## src/hdl/cfgva_defs.svh

```systemverilog
`ifndef CFGVA_DEFS_SVH
`define CFGVA_DEFS_SVH

// ****************************************************************
// Request decode
// ****************************************************************
`define CFGVA_REQTYPE_WR 8'h40
`define CFGVA_REQ_WR     8'h01
`define CFGVA_REQTYPE_RD 8'hC0
`define CFGVA_REQ_RD     8'h02
`define CFGVA_SEL_CFG    16'h0000
`define CFGVA_SEL_ROM    16'h0001
`define CFGVA_SEL_EE     16'h0002
`define CFGVA_SEL_ID     16'h0003
`define CFGVA_CFG_WR_LO  16'h0002
`define CFGVA_CFG_HI     16'h000F

// ****************************************************************
// Serial memory addressing
// ****************************************************************
`define CFGVA_EE_CTRL    4'hA
`define CFGVA_EE_BLK_HI  10
`define CFGVA_EE_BLK_LO  8
`define CFGVA_RD_BIT     1'b1
`define CFGVA_WR_BIT     1'b0

// ****************************************************************
// Serial memory timing
// ****************************************************************
`define CFGVA_CLK_NS     100
`define CFGVA_T_HALF_NS  5066
`define CFGVA_HALF_CYC   ((`CFGVA_T_HALF_NS + `CFGVA_CLK_NS - 1) / `CFGVA_CLK_NS)
`define CFGVA_HALF_M1    6'(`CFGVA_HALF_CYC - 1)
`define CFGVA_LAST_BIT   4'h8
`define CFGVA_PH_CTRLW   3'h0
`define CFGVA_PH_ADDR    3'h1
`define CFGVA_PH_WDATA   3'h2
`define CFGVA_PH_CTRLR   3'h3
`define CFGVA_PH_RDATA   3'h4

`endif

```

## src/hdl/cfgva_pkg.sv

```systemverilog
package cfgva_pkg;

    // ************************************************************
    // Control setup fields
    // ************************************************************
    typedef struct packed {
        logic [7:0]  bm_type;
        logic [7:0]  b_req;
        logic [15:0] w_value;
        logic [15:0] w_index;
        logic [15:0] w_length;
    } cfgva_setup_t;

    typedef enum logic [3:0] {
        ST_IDLE, ST_CFG_WR, ST_CFG_RD, ST_AUX_ADDR, ST_AUX_WAIT, ST_AUX_LATCH,
        ST_AUX_SEND, ST_E_START, ST_E_RSTART, ST_E_BYTE, ST_E_LOAD, ST_E_RXOUT,
        ST_E_STOP, ST_E_FREE
    } cfgva_state_t;

    // ************************************************************
    // Complete module state
    // ************************************************************
    typedef struct packed {
        cfgva_state_t    st;
        logic            is_read;
        logic [15:0]     addr;
        logic [15:0]     remain;
        logic [2:0]      phase;
        logic [1:0]      sub;
        logic            half;
        logic [3:0]      bitcnt;
        logic [5:0]      tmr;
        logic [7:0]      shreg;
        logic [15:0][7:0] cfg;
        logic            sda_s1;
        logic            sda_s2;
        logic            pres_s1;
        logic            pres_s2;
        logic            wr_ready;
        logic            rd_valid;
        logic [7:0]      rd_data;
        logic            stall;
        logic            done;
        logic            busy;
        logic [15:0]     aux_addr;
        logic            aux_sel_id;
        logic            scl_o;
        logic            scl_oe;
        logic            sda_o;
        logic            sda_oe;
    } cfgva_regs_t;

endpackage

```

## src/hdl/cfgva_top.sv

```systemverilog
// What this block does
// - Write request is type 0x40, code 0x01; value selects destination.
// - Read request is type 0xC0, code 0x02; value selects source.
// - Index is first address, length is byte count, for both requests.
// - Serial memory writes into config space also update config registers.
// - Memory port is single master, standard mode, 100 kHz, no extras.
// - Serial clock is output only and never sampled.
// - Up to 2 Kbytes of memory addressable; config uses first 16.
// - Write value 0 is config bytes, 2 is memory; non-empty cfg outside 2..F stalls.
// - Config register writes leave the original data source untouched.
// - Memory write crossing a 256-byte page stalls.
// - Unsupported write destination or absent memory stalls.
// - Read value 0 cfg, 1 ROM, 2 memory, 3 identify data.
// - Read with any other source value stalls.
// - Read from absent memory, or identify data outside its mode, stalls.
// - Config byte read starting above 0xF stalls.
// - Clock high and low at least 5100 ns (51 cycles) each; bus free 5100 ns after stop.
// - Clock and data lines are open drain, only driving low.
`timescale 1ns/100ps
`default_nettype none
`include "cfgva_defs.svh"

module cfgva_top (
    input  wire logic                ref_clk,
    input  wire logic                rst_n,
    input  wire logic                setup_valid,
    input  wire cfgva_pkg::cfgva_setup_t setup,
    input  wire logic                wr_valid,
    input  wire logic [7:0]          wr_data,
    output logic                     wr_ready,
    output logic                     rd_valid,
    output logic [7:0]               rd_data,
    input  wire logic                rd_ready,
    output logic                     stall,
    output logic                     done,
    output logic                     busy,
    output logic [15:0]              aux_addr,
    output logic                     aux_sel_id,
    input  wire logic [7:0]          aux_data,
    input  wire logic                identify_data_mode,
    input  wire logic                eeprom_present,
    output logic [127:0]             cfg_bytes,
    output logic                     scl_o,
    output logic                     scl_oe,
    input  wire logic                sda_i,
    output logic                     sda_o,
    output logic                     sda_oe
);

    cfgva_pkg::cfgva_regs_t q;
    cfgva_pkg::cfgva_regs_t d;

    // ************************************************************
    // Request decode
    // ************************************************************
    logic        is_wr;
    logic        is_rd;
    logic [15:0] last_addr;
    logic        len_zero;
    logic        wr_bad;
    logic        rd_bad;
    logic [15:0] next_addr;
    logic        tmr_end;
    logic        last_byte;
    logic        rx_mode;
    logic        bit_drive;
    logic        in_cfg_space;

    assign is_wr = (setup.bm_type == `CFGVA_REQTYPE_WR) && (setup.b_req == `CFGVA_REQ_WR);
    assign is_rd = (setup.bm_type == `CFGVA_REQTYPE_RD) && (setup.b_req == `CFGVA_REQ_RD);
    assign last_addr = 16'(setup.w_index + setup.w_length - 16'h0001);
    assign len_zero  = (setup.w_length == 16'h0000);

    always_comb begin
        wr_bad = 1'b1;
        if (setup.w_value == `CFGVA_SEL_CFG) begin
            wr_bad = !len_zero && ((setup.w_index < `CFGVA_CFG_WR_LO) || (last_addr > `CFGVA_CFG_HI)
                     || (last_addr < setup.w_index));
        end else if (setup.w_value == `CFGVA_SEL_EE) begin
            wr_bad = !q.pres_s2 || (!len_zero && (setup.w_index[15:8] != last_addr[15:8]));
        end
    end

    always_comb begin
        case (setup.w_value)
            `CFGVA_SEL_CFG: rd_bad = (setup.w_index > `CFGVA_CFG_HI);
            `CFGVA_SEL_ROM: rd_bad = 1'b0;
            `CFGVA_SEL_EE:  rd_bad = !q.pres_s2;
            `CFGVA_SEL_ID:  rd_bad = !identify_data_mode;
            default:        rd_bad = 1'b1;
        endcase
    end

    assign next_addr    = 16'(q.addr + 16'h0001);
    assign tmr_end      = (q.tmr == 6'h00);
    assign last_byte    = (q.remain == 16'h0001);
    assign rx_mode      = (q.phase == `CFGVA_PH_RDATA);
    assign in_cfg_space = (q.addr >= `CFGVA_CFG_WR_LO) && (q.addr <= `CFGVA_CFG_HI);

    // Data bits, then acknowledge slot: master acks all read bytes but the last
    always_comb begin
        if (q.bitcnt != `CFGVA_LAST_BIT) begin
            bit_drive = rx_mode ? 1'b0 : ~q.shreg[7];
        end else begin
            bit_drive = rx_mode ? ~last_byte : 1'b0;
        end
    end

    // ************************************************************
    // Next state
    // ************************************************************
    always_comb begin
        d         = q;
        d.sda_s1  = sda_i;
        d.sda_s2  = q.sda_s1;
        d.pres_s1 = eeprom_present;
        d.pres_s2 = q.pres_s1;
        d.stall   = 1'b0;
        d.done    = 1'b0;
        d.scl_o   = 1'b0;
        d.sda_o   = 1'b0;
        if (!tmr_end) begin
            d.tmr = 6'(q.tmr - 6'h01);
        end
        case (q.st)
            cfgva_pkg::ST_IDLE: begin
                d.busy   = 1'b0;
                d.scl_oe = 1'b0;
                d.sda_oe = 1'b0;
                if (setup_valid && (is_wr || is_rd)) begin
                    d.is_read = is_rd;
                    d.addr    = setup.w_index;
                    d.remain  = setup.w_length;
                    if ((is_wr && wr_bad) || (is_rd && rd_bad)) begin
                        d.stall = 1'b1;
                    end else if (len_zero) begin
                        d.done = 1'b1;
                    end else begin
                        d.busy = 1'b1;
                        if (setup.w_value == `CFGVA_SEL_CFG) begin
                            if (is_wr) begin
                                d.st       = cfgva_pkg::ST_CFG_WR;
                                d.wr_ready = 1'b1;
                            end else begin
                                d.st       = cfgva_pkg::ST_CFG_RD;
                                d.rd_valid = 1'b1;
                                d.rd_data  = q.cfg[setup.w_index[3:0]];
                            end
                        end else if (setup.w_value == `CFGVA_SEL_EE) begin
                            d.st    = cfgva_pkg::ST_E_START;
                            d.sub   = 2'h0;
                            d.tmr   = `CFGVA_HALF_M1;
                            d.phase = `CFGVA_PH_CTRLW;
                            d.shreg = {`CFGVA_EE_CTRL, setup.w_index[`CFGVA_EE_BLK_HI:`CFGVA_EE_BLK_LO],
                                       `CFGVA_WR_BIT};
                        end else begin
                            d.st         = cfgva_pkg::ST_AUX_ADDR;
                            d.aux_sel_id = (setup.w_value == `CFGVA_SEL_ID);
                        end
                    end
                end
            end
            cfgva_pkg::ST_CFG_WR: begin
                if (wr_valid && q.wr_ready) begin
                    d.cfg[q.addr[3:0]] = wr_data;
                    d.addr   = next_addr;
                    d.remain = 16'(q.remain - 16'h0001);
                    if (last_byte) begin
                        d.wr_ready = 1'b0;
                        d.done     = 1'b1;
                        d.st       = cfgva_pkg::ST_IDLE;
                    end
                end
            end
            cfgva_pkg::ST_CFG_RD: begin
                if (rd_ready && q.rd_valid) begin
                    d.addr    = next_addr;
                    d.remain  = 16'(q.remain - 16'h0001);
                    d.rd_data = (next_addr <= `CFGVA_CFG_HI) ? q.cfg[next_addr[3:0]] : 8'h00;
                    if (last_byte) begin
                        d.rd_valid = 1'b0;
                        d.done     = 1'b1;
                        d.st       = cfgva_pkg::ST_IDLE;
                    end
                end
            end
            cfgva_pkg::ST_AUX_ADDR: begin
                d.aux_addr = q.addr;
                d.st       = cfgva_pkg::ST_AUX_WAIT;
            end
            cfgva_pkg::ST_AUX_WAIT: begin
                d.st = cfgva_pkg::ST_AUX_LATCH;
            end
            cfgva_pkg::ST_AUX_LATCH: begin
                d.rd_data  = aux_data;
                d.rd_valid = 1'b1;
                d.st       = cfgva_pkg::ST_AUX_SEND;
            end
            cfgva_pkg::ST_AUX_SEND: begin
                if (rd_ready && q.rd_valid) begin
                    d.rd_valid = 1'b0;
                    d.addr     = next_addr;
                    d.remain   = 16'(q.remain - 16'h0001);
                    if (last_byte) begin
                        d.done = 1'b1;
                        d.st   = cfgva_pkg::ST_IDLE;
                    end else begin
                        d.st = cfgva_pkg::ST_AUX_ADDR;
                    end
                end
            end
            cfgva_pkg::ST_E_START: begin
                if (tmr_end) begin
                    d.tmr = `CFGVA_HALF_M1;
                    if (q.sub == 2'h0) begin
                        d.sda_oe = 1'b1;
                        d.sub    = 2'h1;
                    end else begin
                        d.scl_oe = 1'b1;
                        d.half   = 1'b0;
                        d.bitcnt = 4'h0;
                        d.st     = cfgva_pkg::ST_E_BYTE;
                    end
                end
            end
            cfgva_pkg::ST_E_RSTART: begin
                if (tmr_end) begin
                    d.tmr = `CFGVA_HALF_M1;
                    case (q.sub)
                        2'h0: begin
                            d.scl_oe = 1'b0;
                            d.sub    = 2'h1;
                        end
                        2'h1: begin
                            d.sda_oe = 1'b1;
                            d.sub    = 2'h2;
                        end
                        default: begin
                            d.scl_oe = 1'b1;
                            d.half   = 1'b0;
                            d.bitcnt = 4'h0;
                            d.phase  = `CFGVA_PH_CTRLR;
                            d.shreg  = {`CFGVA_EE_CTRL, q.addr[`CFGVA_EE_BLK_HI:`CFGVA_EE_BLK_LO], `CFGVA_RD_BIT};
                            d.st     = cfgva_pkg::ST_E_BYTE;
                        end
                    endcase
                end
            end
            cfgva_pkg::ST_E_BYTE: begin
                if (!q.half) begin
                    // Data changes only after the clock has been low one cycle
                    if (q.tmr != `CFGVA_HALF_M1) begin
                        d.sda_oe = bit_drive;
                    end
                    if (tmr_end) begin
                        d.half   = 1'b1;
                        d.scl_oe = 1'b0;
                        d.tmr    = `CFGVA_HALF_M1;
                    end
                end else if (tmr_end) begin
                    d.scl_oe = 1'b1;
                    d.half   = 1'b0;
                    d.tmr    = `CFGVA_HALF_M1;
                    d.bitcnt = 4'(q.bitcnt + 4'h1);
                    if (q.bitcnt != `CFGVA_LAST_BIT) begin
                        d.shreg = {q.shreg[6:0], q.sda_s2};
                    end else begin
                        d.bitcnt = 4'h0;
                        case (q.phase)
                            `CFGVA_PH_CTRLW: begin
                                d.shreg = q.addr[7:0];
                                d.phase = `CFGVA_PH_ADDR;
                            end
                            `CFGVA_PH_ADDR: begin
                                if (q.is_read) begin
                                    d.st     = cfgva_pkg::ST_E_RSTART;
                                    d.sub    = 2'h0;
                                    d.sda_oe = 1'b0;
                                end else begin
                                    d.st       = cfgva_pkg::ST_E_LOAD;
                                    d.wr_ready = 1'b1;
                                end
                            end
                            `CFGVA_PH_WDATA: begin
                                d.addr   = next_addr;
                                d.remain = 16'(q.remain - 16'h0001);
                                if (last_byte) begin
                                    d.st  = cfgva_pkg::ST_E_STOP;
                                    d.sub = 2'h0;
                                end else begin
                                    d.st       = cfgva_pkg::ST_E_LOAD;
                                    d.wr_ready = 1'b1;
                                end
                            end
                            `CFGVA_PH_CTRLR: begin
                                d.phase = `CFGVA_PH_RDATA;
                            end
                            default: begin
                                d.st       = cfgva_pkg::ST_E_RXOUT;
                                d.rd_valid = 1'b1;
                                d.rd_data  = q.shreg;
                            end
                        endcase
                    end
                end
            end
            cfgva_pkg::ST_E_LOAD: begin
                if (wr_valid && q.wr_ready) begin
                    d.wr_ready = 1'b0;
                    d.shreg    = wr_data;
                    d.phase    = `CFGVA_PH_WDATA;
                    d.half     = 1'b0;
                    d.tmr      = `CFGVA_HALF_M1;
                    d.st       = cfgva_pkg::ST_E_BYTE;
                    if (in_cfg_space) begin
                        d.cfg[q.addr[3:0]] = wr_data;
                    end
                end
            end
            cfgva_pkg::ST_E_RXOUT: begin
                if (rd_ready && q.rd_valid) begin
                    d.rd_valid = 1'b0;
                    d.addr     = next_addr;
                    d.remain   = 16'(q.remain - 16'h0001);
                    d.half     = 1'b0;
                    d.tmr      = `CFGVA_HALF_M1;
                    if (last_byte) begin
                        d.st  = cfgva_pkg::ST_E_STOP;
                        d.sub = 2'h0;
                    end else begin
                        d.st = cfgva_pkg::ST_E_BYTE;
                    end
                end
            end
            cfgva_pkg::ST_E_STOP: begin
                if (q.sub == 2'h0 && q.tmr != `CFGVA_HALF_M1) begin
                    d.sda_oe = 1'b1;
                end
                if (tmr_end) begin
                    d.tmr = `CFGVA_HALF_M1;
                    if (q.sub == 2'h0) begin
                        d.scl_oe = 1'b0;
                        d.sub    = 2'h1;
                    end else begin
                        d.sda_oe = 1'b0;
                        d.st     = cfgva_pkg::ST_E_FREE;
                    end
                end
            end
            cfgva_pkg::ST_E_FREE: begin
                if (tmr_end) begin
                    d.done = 1'b1;
                    d.st   = cfgva_pkg::ST_IDLE;
                end
            end
            default: begin
                d.st = cfgva_pkg::ST_IDLE;
            end
        endcase
    end

    // ************************************************************
    // State register
    // ************************************************************
    always_ff @(posedge ref_clk or negedge rst_n) begin
        if (!rst_n) begin
            q <= '0;
        end else begin
            q <= d;
        end
    end

    assign wr_ready   = q.wr_ready;
    assign rd_valid   = q.rd_valid;
    assign rd_data    = q.rd_data;
    assign stall      = q.stall;
    assign done       = q.done;
    assign busy       = q.busy;
    assign aux_addr   = q.aux_addr;
    assign aux_sel_id = q.aux_sel_id;
    assign cfg_bytes  = q.cfg;
    assign scl_o      = q.scl_o;
    assign scl_oe     = q.scl_oe;
    assign sda_o      = q.sda_o;
    assign sda_oe     = q.sda_oe;

endmodule

`default_nettype wire

```

## config.mk

```make
export PLATFORM = sky130hd
export DESIGN_NAME = cfgva_top
export DESIGN_NICKNAME = d
export VERILOG_FILES = /design/src/hdl/cfgva_pkg.sv /design/src/hdl/cfgva_top.sv
export VERILOG_INCLUDE_DIRS = /design/src /design/src/hdl
export SDC_FILE = /design/constraint.sdc
export NUM_CORES = 1
export LEC_CHECK = 0
export BUFFER_PORTS_ARGS = -buffer_cell sky130_fd_sc_hd__buf_2
export CAP_MARGIN = 10
export CORE_ASPECT_RATIO = 1.4
export CORE_UTILIZATION = 35
export CTS_CLUSTER_DIAMETER = 80
export DETAILED_ROUTE_END_ITERATION = 8
export HOLD_SLACK_MARGIN = 0.08
export PLACE_DENSITY_LB_ADDON = 0.3
export SLEW_MARGIN = 20
export SYNTH_ARGS = -nofsm -noshare
export SYNTH_HDL_FRONTEND = slang
export SYNTH_SLANG_ARGS = --single-unit
```

## constraint.sdc

```tcl
create_clock -name ref_clk -period 8.2 [get_ports ref_clk]
set_input_delay 0.82 -clock ref_clk [delete_from_list [all_inputs] [get_ports ref_clk]]
set_output_delay 0.82 -clock ref_clk [all_outputs]
set_load 0.01 [all_outputs]
```

==> run summary, run 1 <==
Cells after synthesis = 1583
Yosys cell types = 79
CP required = 8.63 ns
Crit Path Category = in -> reg
Worst skew pair latency = 0.55 ns
Hold Slack = 0.327 ns
Area growth, synth to finish = 10.2%
CTS Buf Count = 26
CTS root buf = clkbuf_16
Vias in the first global route = 12800
CTS max path bufs = 3
Placed cell areas = 16700 µm²
Maximum VDD drop = 0.000172 V
Overall routed net length = 54.5 mm
Register area share after synthesis = 35.2%
LEAKAGE = 8.51 nW
Most frequent cells in the layout = buf_2, dfrtp_1, mux2_2
Tmin final = 5.90 ns
Clock slew at reported path FFs = 0.06 ns
Outcome = finished, final reports clean
Initial Utilization = 35.5%
Fin nets = 1784
# IOs = 250
Combinational Power Share = 10.7%
Routed len/inst = 24.1 µm
Clock Skew = 0.00965 ns
Post-CTS Setup Inserts = 0
GPL Wtd Cong = 0.927
Power Density = 150 nW/µm²
Cells on worst reg2reg path = 9
Slew Limit Fails = 0
Sw power = 663 µW
Dominant synthesized flop cell = dfrtp_1
Clk sink count = 225
H-tree Lvls = 1
Post-route cell area = 17600 µm²
Post-place setup slack = 1.82 ns
Drt pass-1 iters = 5
GRT Overall Usage = 23.3%
Total Power = 2.63 mW
Core area = 45000 µm²
#FFs+latches synth = 225
Vias per std cell = 5.69
Fraction of layout cells with a size suffix above 1 = 34.3%
Max-cap viol count = 0
Mapped Avg Cell Area = 10.1 µm²
Clock power frac = 47.1%
Iter 0 DRT Violations = 1023
Final setup TNS = 0 ns
Share of the synthesized area in the top cell type = 35.2%
HP Class = in -> async
Post-synthesis cell area = 16000 µm²
Type of origin of the critical path = input pin
Routed Antenna Nets = 0
Most common cell after layout, fill and taps aside = buf_2
Dpl hpwl = 40.8 mm
Number of hold violations in the final report = 0
Port bufs = 247
Die Wd = 183 µm
Critical path peak fanout = 11
YS warnings = 0
RSZ-0062 raised after global routing = false
Post-CTS sizing = 0
EDFF count, synth = 0
Fin worst setup slack = 2.30 ns
Antenna violations before repair = 4
Grt total ovfl = 0
Largest net degree at the start of global routing = 101
Fmax achieved = 170 MHz
Relative slew slack = 36.6%
Dominant cell type by area after synthesis = dfrtp_1
Ys async rst share = 100%
Die H = 255 µm
First-pass GRT wire length = 81.8 mm
Worst-margin pin slew = 0.951 ns
Seq pwr share = 42.2%
Via count = 12900
Final Cycle Share = 71.9%
Hold Buf Count CTS = 0
Final Setup Violations = 0
Top cells by area, synth = dfrtp_1, mux2_2, mux4_2
CP Capture Type = flip-flop
Drt drc = 0
Die ar. = 46500 µm²
Std cell rows = 92
CTS tree = done
Switching Share = 25.2%
Worst path arrival time = 6.33 ns
Int Pwr = 1.97 mW
==> kinds of logic (layout without fill, tap and decap cells) <==
family,count (synthesis),count (layout),synth area share [%]
AOI/OAI and AO/OA,327,327,13.3
xor gates and xnor gates,16,16,0.877
adders and majority gates,59,59,4.67
buffers and inverters,334,402,11.5
DFF,225,225,35.2
muxes,260,260,23.3
other,1,3,0.0235
and+or+nand+nor,361,361,11.1
==> state kept, by name (all words and copies together), names as in the netlist <==
| signal | cells |
|---|---|
| wr_ready | 1 |
| q | 63 |
| done | 1 |
| sda_oe | 1 |
| d | 2 |
| cfg_bytes | 128 |
| aux_addr | 16 |
| aux_sel_id | 1 |
| rd_valid | 1 |
| scl_oe | 1 |
| rd_data | 8 |
| stall | 1 |
| busy | 1 |
==> power groups by stage <==
stage,registers [mW],clock network (mW),logic [mW]
floorplan,1.13,0,0.165
global placement,1.13,0,0.276
detailed placement,1.13,0,0.281
CTS,1.11,1.27,0.282
global route,1.11,1.30,0.313
finish,1.11,1.24,0.281
==> stage by stage <==
| stage | std cells | utilization [%] |
|---|---|---|
| after floorplan | 1584 | - |
| after global placement | 2220 | 37.1 |
| after detailed placement | 2220 | 37.1 |
| after CTS | 2263 | 39.1 |
| after global routing | 2264 | 39.1 |
| final | 2264 | 39.1 |
==> final timing paths <==
check                                       to  startpoint  slack (ns)
min in group ref_clk                     q[36]       d[36]        0.37
worst min register to register           q[36]       d[36]        0.37
max in group asynchronous               q[201]       rst_n        6.34
worst max register to register      rd_data[5]      q[206]        3.92
worst max-delay path                    q[170]   setup[18]        2.30
worst min-delay path            cfg_bytes[109]       rst_n        0.33
==> final cells by class <==
cell class,instances,area (µm²)
diodes,1,2.50
repair buffers,270,1420
flip-flops and latches,225,5630
well taps,611,764
inverters,89,334
multi-input cells,1025,8570
fillers,4559,27400
clock buffers,33,738
clock inverters,10,159
==> synth_stat cells, types with 5 or more instances <==
cell type / count
a211o_1: 6
a211oi_1: 12
a21o_1: 13
a21oi_1: 73
a221o_1: 11
a22o_1: 10
a22oi_1: 11
a31oi_1: 11
a32oi_1: 15
and2_1: 6
and3_1: 11
buf_1: 9
buf_4: 155
clkbuf_1: 80
dfrtp_1: 225
ha_1: 58
inv_1: 87
mux2_2: 158
mux2_4: 5
mux2i_1: 25
mux4_2: 72
nand2_1: 77
nand2b_1: 7
nand3_1: 29
nand4_1: 11
nor2_1: 106
nor2b_1: 21
nor3_1: 38
nor3b_1: 6
nor4_1: 18
o211ai_1: 6
o21a_1: 6
o21ai_0: 107
o31ai_1: 5
or2_2: 5
xnor2_1: 12
==> metal layers <==
| metal | track usage, % | wire length (µm) | up-vias |
|---|---|---|---|
| li1 | - | - | 5744 |
| met1 | 26.7 | 20600 | 6536 |
| met2 | 43.8 | 28900 | 487 |
| met3 | 3.13 | 2950 | 108 |
| met4 | 8.74 | 2030 | 4 |
| met5 | 0 | 18 | - |
==> critical path, cell delays in order <==
cell and delay, ns:
buf_2 0.30, inv_1 0.12, ha_1 0.34, fa_1 0.46
nand2b_1 0.18, a211oi_1 0.51, o21ai_0 0.25, o21ai_0 0.19
a21oi_1 0.10, xnor2_1 0.34, ha_1 0.20, nand4_1 0.10
nor2_1 0.16, o211ai_1 0.11, a31o_2 0.23, a31oi_1 0.12
nand4b_1 0.15, o41ai_4 0.23, buf_4 0.21, a21oi_2 0.12
or3b_1 0.67, mux2_4 0.38
(Power assumes the default switching activity.)
==> inputs of run 2 (changes only) <==
Clock period 8.2 ns to 5.44 ns, I/O delays scaled along.
==> run summary, run 2 (same netlist as run 1, synthesis figures left out) <==
Outcome = finished, final reports clean
Post-route cell area = 17800 µm² (+1.1%)
Iter 0 DRT Violations = 1023 (unchanged)
Clk sink count = 225 (unchanged)
CP Capture Type = flip-flop
Fillcell total = 4481 (-1.7%)
Clock slew at reported path FFs = 0.06 ns (about the same)
Die H = 255 µm (unchanged)
Max reg flops = 128 (unchanged)
FF+latch area = 5630 µm² (unchanged)
Grt total ovfl = 0 (unchanged)
Crit Path Category = in -> reg
First-pass GRT wire length = 82.2 mm (+0.50%)
Die ar. = 46500 µm² (unchanged)
Post-place setup slack = -0.0382 ns (-1.86 ns)
Final setup TNS = 0 ns (unchanged)
Max-cap viol count = 0 (unchanged)
Fin nets = 1814 (+1.7%)
Drt pass-1 iters = 7 (+2)
Final Cycle Share = 90.6%
Core area = 45000 µm² (unchanged)
Initial Utilization = 35.5% (unchanged)
Maximum VDD drop = 0.000218 V (+27%)
Type of origin of the critical path = input pin
Clock Skew = 0.0159 ns (+0.00622 ns)
Post-CTS Setup Inserts = 0 (unchanged)
CTS Buf Count = 25 (-3.8%)
Tmin final = 4.93 ns
Dpl hpwl = 40.8 mm (about the same)
Number of hold violations in the final report = 0 (unchanged)
GPL Wtd Cong = 0.924 (-0.30%)
Final Setup Violations = 0 (unchanged)
Overall routed net length = 54.8 mm (+0.61%)
Routed len/inst = 23.8 µm (-0.97%)
Relative slew slack = 32.6% (-4.0 points)
Worst skew pair latency = 0.55 ns (about the same)
Die Wd = 183 µm (unchanged)
RR Endpoint = rd_data[3]
CTS root buf = clkbuf_16
CTS tree = done
GRT Overall Usage = 23.5% (+0.14 points)
Slowest stage cell, crit path = fa_1
Final core utilization = 39.6% (+0.41 points)
Most common cell after layout, fill and taps aside = buf_2
Area growth, synth to finish = 11.4%
Routed Antenna Nets = 0 (unchanged)
LEAKAGE = 8.64 nW (+1.6%)
Critical path peak fanout = 6 (-5)
CP required = 5.86 ns (-2.77 ns)
Drt drc = 0 (unchanged)
Crit Reg-Reg Startpoint = q[206]
RSZ-0062 raised after global routing = false
HP Class = in -> async
Antenna violations before repair = 5 (+1)
Vias in the first global route = 13000 (+1.1%)
Fmax achieved = 203 MHz
Largest net degree at the start of global routing = 117 (+16%)
Cells on worst reg2reg path = 9 (unchanged)
Power Density = 217 nW/µm² (+45%)
Worst-margin pin slew = 1.01 ns (+0.0594 ns)
Worst path arrival time = 5.35 ns (-0.98 ns)
Via count = 13000 (+0.79%)
Fin worst setup slack = 0.514 ns (-1.79 ns)
Footprint of the multi-input gates = 8560 µm² (about the same)
Slew Limit Fails = 0 (unchanged)
CTS max path bufs = 3 (unchanged)
Fraction of layout cells with a size suffix above 1 = 35.5% (+1.3 points)
Std cell rows = 92 (unchanged)
H-tree Lvls = 1 (unchanged)
Vias per std cell = 5.64 (-0.79%)
Post-CTS sizing = 0 (unchanged)
Hold Buf Count CTS = 0 (unchanged)
Crit-path max cell delay = 0.40 ns (-0.27 ns)
Placed cell areas = 17000 µm² (+1.6%)
Most frequent cells in the layout = buf_2, dfrtp_1, mux2_2
Worst reg-to-reg setup slack = 1.74 ns (-2.18 ns)
Port bufs = 247 (unchanged)
# IOs = 250 (unchanged)
==> run 2: how the worst max path moves through the flow <==
stage / startpoint / to / slack [ns] / depth (start not counted)
2_1_floorplan: setup[17] / q[166] / 0.008 / 26
3_3_place_gp: setup[1] / q[170] / 0.08 / 26
3_5_place_dp: setup[17] / rd_data[2] / -0.04 / 26
4_1_cts: setup[17] / q[171] / 0.52 / 26
5_1_grt: setup[17] / q[224] / 0.11 / 27
6_report: setup[17] / q[171] / 0.51 / 26
==> run 2: critical path, delay by kind of cell <==
kind | cells | cell delay [ns]
simple gates | 5 | 1.01
fa+ha+maj | 4 | 1.09
compound gates | 9 | 1.59
mux | 1 | 0.30
buf+inv | 6 | 0.65
xor+xnor | 1 | 0.16
==> run 2: metrics by stage <==
stage               std cells  power (mW)  hold WS, ns
finish                   2300        3.87       0.0287
global placement         2251        2.17        0.336
CTS                      2297        3.92       0.0853
global route             2299        4.01       0.0963
floorplan                1584        1.96        0.248
detailed placement       2251        2.17        0.336
==> run 2: layout make-up <==
class                           count  share of cell area (%)
Antenna cell                        3                  0.0422
Clock buffer                       36                    4.14
Clock inverter                     10                   0.478
Inverter                           89                    1.88
Multi-Input combinational cell   1025                    48.1
Sequential cell                   225                    31.6
Tap cell                          611                    4.29
Timing Repair Buffer              301                    9.42
==> run 2: where the power goes <==
group	switching [mW]	internal, mW
registers	0.000568	1.67
logic	0.282	0.184
clock network	0.740	0.990
==> run 2: metal layers <==
metal / track usage [%] / part of all wire (%) / vias to the layer above
met2: 43.3 / 52 / 546
met5: 0 / 0.018 / -
li1: - / - / 5824
met4: 9.92 / 4.3 / 2
met3: 3.71 / 6.4 / 92
met1: 26.7 / 37 / 6517
==> inputs of run 3 (changes only) <==
Clock period 5.44 ns to 5.2 ns, I/O delays scaled along.
==> run summary, run 3 (same netlist as run 1, synthesis figures left out) <==
Worst-margin pin slew = 1.04 ns (+0.0321 ns)
CP most frequent cell = ha_1
CP required = 5.64 ns (-0.22 ns)
Crit path buffers/inverters = 2 (-4)
Combinational Power Share = 12.7% (+0.6 points)
Area growth, synth to finish = 13.7%
Vias in the first global route = 13300 (+2.6%)
Die ar. = 46500 µm² (unchanged)
Max reg flops = 128 (unchanged)
Relative slew slack = 30.1% (-2.5 points)
Post-Place Cells = 2281 (+1.3%)
GR peak layer = met2
Post-CTS sizing = 0 (unchanged)
CTS root buf = clkbuf_16
Drt drc = 0 (unchanged)
CTS Buf Count = 26 (+4.0%)
Most common cell after layout, fill and taps aside = buf_2
Global-route track usage on met3 = 3.74% (+0.028 points)
Outcome = finished, final reports clean
Clk sink count = 225 (unchanged)
RSZ-0062 raised after global routing = false
GPL Wtd Cong = 0.937 (+1.4%)
Iter 0 DRT Violations = 914 (-11%)
Crit-path max cell delay = 0.57 ns (+0.17 ns)
Slew Limit Fails = 0 (unchanged)
Number of hold violations in the final report = 0 (unchanged)
Footprint of the multi-input gates = 8620 µm² (+0.67%)
Overall routed net length = 55.5 mm (+1.3%)
Non-filler instance count after layout = 2331 (+1.3%)
Die Wd = 183 µm (unchanged)
Dpl hpwl = 41.3 mm (+1.2%)
Final setup TNS = 0 ns (unchanged)
Via count = 13100 (+0.96%)
Total Power = 4.23 mW (+9.3%)
Core area = 45000 µm² (unchanged)
Int Pwr = 3.13 mW (+9.8%)
Power Density = 233 nW/µm² (+7.1%)
Grt total ovfl = 0 (unchanged)
Std cell rows = 92 (unchanged)
CP Capture Type = flip-flop
Final Setup Violations = 0 (unchanged)
Type of origin of the critical path = input pin
Crit path cell chain = buf_2 > inv_1 > ha_1 > fa_2 > nand2b_4 > a211oi_4 > o2111a_1 > o31a_1 > nor2_2 > xnor2_2 > ha_1 > nand4_1 > nor2_1 > o211ai_1 > a31o_2 > a31oi_1 > nand4b_1 > o41ai_4 > a21oi_2 > or3b_1 > mux2_4
Switching Share = 26.1% (-0.32 points)
# IOs = 250 (unchanged)
Tmin final = 4.74 ns
Slowest stage cell, crit path = or3b_1
Die H = 255 µm (unchanged)
Final Cycle Share = 91.1%
Clock Skew = 0.0146 ns (-0.00123 ns)
RR Endpoint = cfg_bytes[117]
Antenna violations before repair = 2 (-3)
Critical path peak fanout = 7 (+1)
H-tree Lvls = 1 (unchanged)
Post-route cell area = 18200 µm² (+2.1%)
Sw power = 1.10 mW (+8.0%)
Largest net degree at the start of global routing = 116 (-0.85%)
Routed Antenna Nets = 0 (unchanged)
Crit Path Category = in -> reg
First-pass GRT wire length = 82.7 mm (+0.62%)
Placed cell areas = 17300 µm² (+1.7%)
Worst reg-to-reg setup slack = 1.55 ns (-0.19 ns)
CTS tree = done
Crit Reg-Reg Startpoint = q[206]
Met2 Use GR = 44.2% (+0.96 points)
Fin nets = 1847 (+1.8%)
HP Class = in -> async
Clock slew at reported path FFs = 0.07 ns (about the same)
Clock power frac = 45.9% (+1.2 points)
LEAKAGE = 8.82 nW (+2.1%)
Worst path top cell family by delay = compound AO/OA/AOI/OAI gates
Worst skew pair latency = 0.56 ns (about the same)
Port bufs = 247 (unchanged)
Fillcell total = 4453 (-0.62%)
Cells on worst reg2reg path = 9 (unchanged)
Vias per std cell = 5.62 (-0.39%)
Drt pass-1 iters = 5 (-2)
Routed len/inst = 23.8 µm (about the same)
CP Launch Point = setup[18]
Seq pwr share = 41.4% (-1.9 points)
Maximum VDD drop = 0.000271 V (+24%)
GRT Overall Usage = 23.7% (+0.25 points)
CTS max path bufs = 3 (unchanged)
Initial Utilization = 35.5% (unchanged)
Fmax achieved = 211 MHz
Max-cap viol count = 0 (unchanged)
Worst path arrival time = 5.18 ns (-0.17 ns)
Most frequent cells in the layout = buf_2, dfrtp_1, mux2_2
FF+latch area = 5630 µm² (unchanged)
Grt met1 use = 26.6% (-0.042 points)
Fraction of layout cells with a size suffix above 1 = 37.1% (+1.5 points)
==> run 3: cell count changes in the layout (fill, tap and decap cells not counted), moves of 3 or more <==
| cell | previous run | this run |
|---|---|---|
| inv_1 | 87 | 84 |
| clkbuf_1 | 4 | 7 |
| clkinv_2 | 6 | 2 |
| buf_4 | 52 | 82 |
==> run 3: power groups by stage <==
stage	Clock, mW	Combinational [mW]	Sequential (mW)
floorplan	0	0.278	1.79
global placement	0	0.540	1.79
detailed placement	0	0.537	1.79
CTS	1.97	0.543	1.75
global route	2.04	0.591	1.75
finish	1.94	0.538	1.75
==> run 3: layout make-up <==
| cell class | instances | area share, % |
|---|---|---|
| Clock inverter | 9 | 0.771 |
| Clock buffer | 38 | 4.10 |
| Timing Repair Buffer | 333 | 10.6 |
| Tap cell | 611 | 4.21 |
| Antenna cell | 1 | 0.0138 |
| Sequential cell | 225 | 31.0 |
| Multi-Input combinational cell | 1025 | 47.5 |
| Inverter | 89 | 1.87 |
==> run 3: worst max-delay path by stage <==
stage | endpoint | slack (ns) | cells past startpoint
detailed placement | q[166] | -0.09 | 24
CTS | q[166] | 0.47 | 24
global route | q[166] | 0.20 | 24
global placement | q[166] | -0.04 | 24
finish | q[166] | 0.46 | 21
floorplan | q[166] | -0.02 | 26
==> run 3: metal layers <==
metal / routed length [µm] / vias to the layer above
li1: - / 5893
met3: 3240 / 104
met1: 20600 / 6584
met5: 12 / -
met2: 29500 / 522
met4: 2140 / 2
==> run 3: timing repair <==
| item | in CTS | in global routing |
|---|---|---|
| hold endpoints to repair | 2 | 0 |
| hold buffers | 2 | 0 |
| setup buffers | 0 | 0 |
==> run 3: per-stage QoR <==
stage               utilization (%)  setup slack, ns  hold slack (ns)
CTS                            40.4            0.472           0.0918
finish                         40.4            0.462           0.0189
global route                   40.4            0.196           0.0956
floorplan                         -          -0.0249            0.224
global placement               38.3          -0.0389            0.342
detailed placement             38.3          -0.0914            0.339
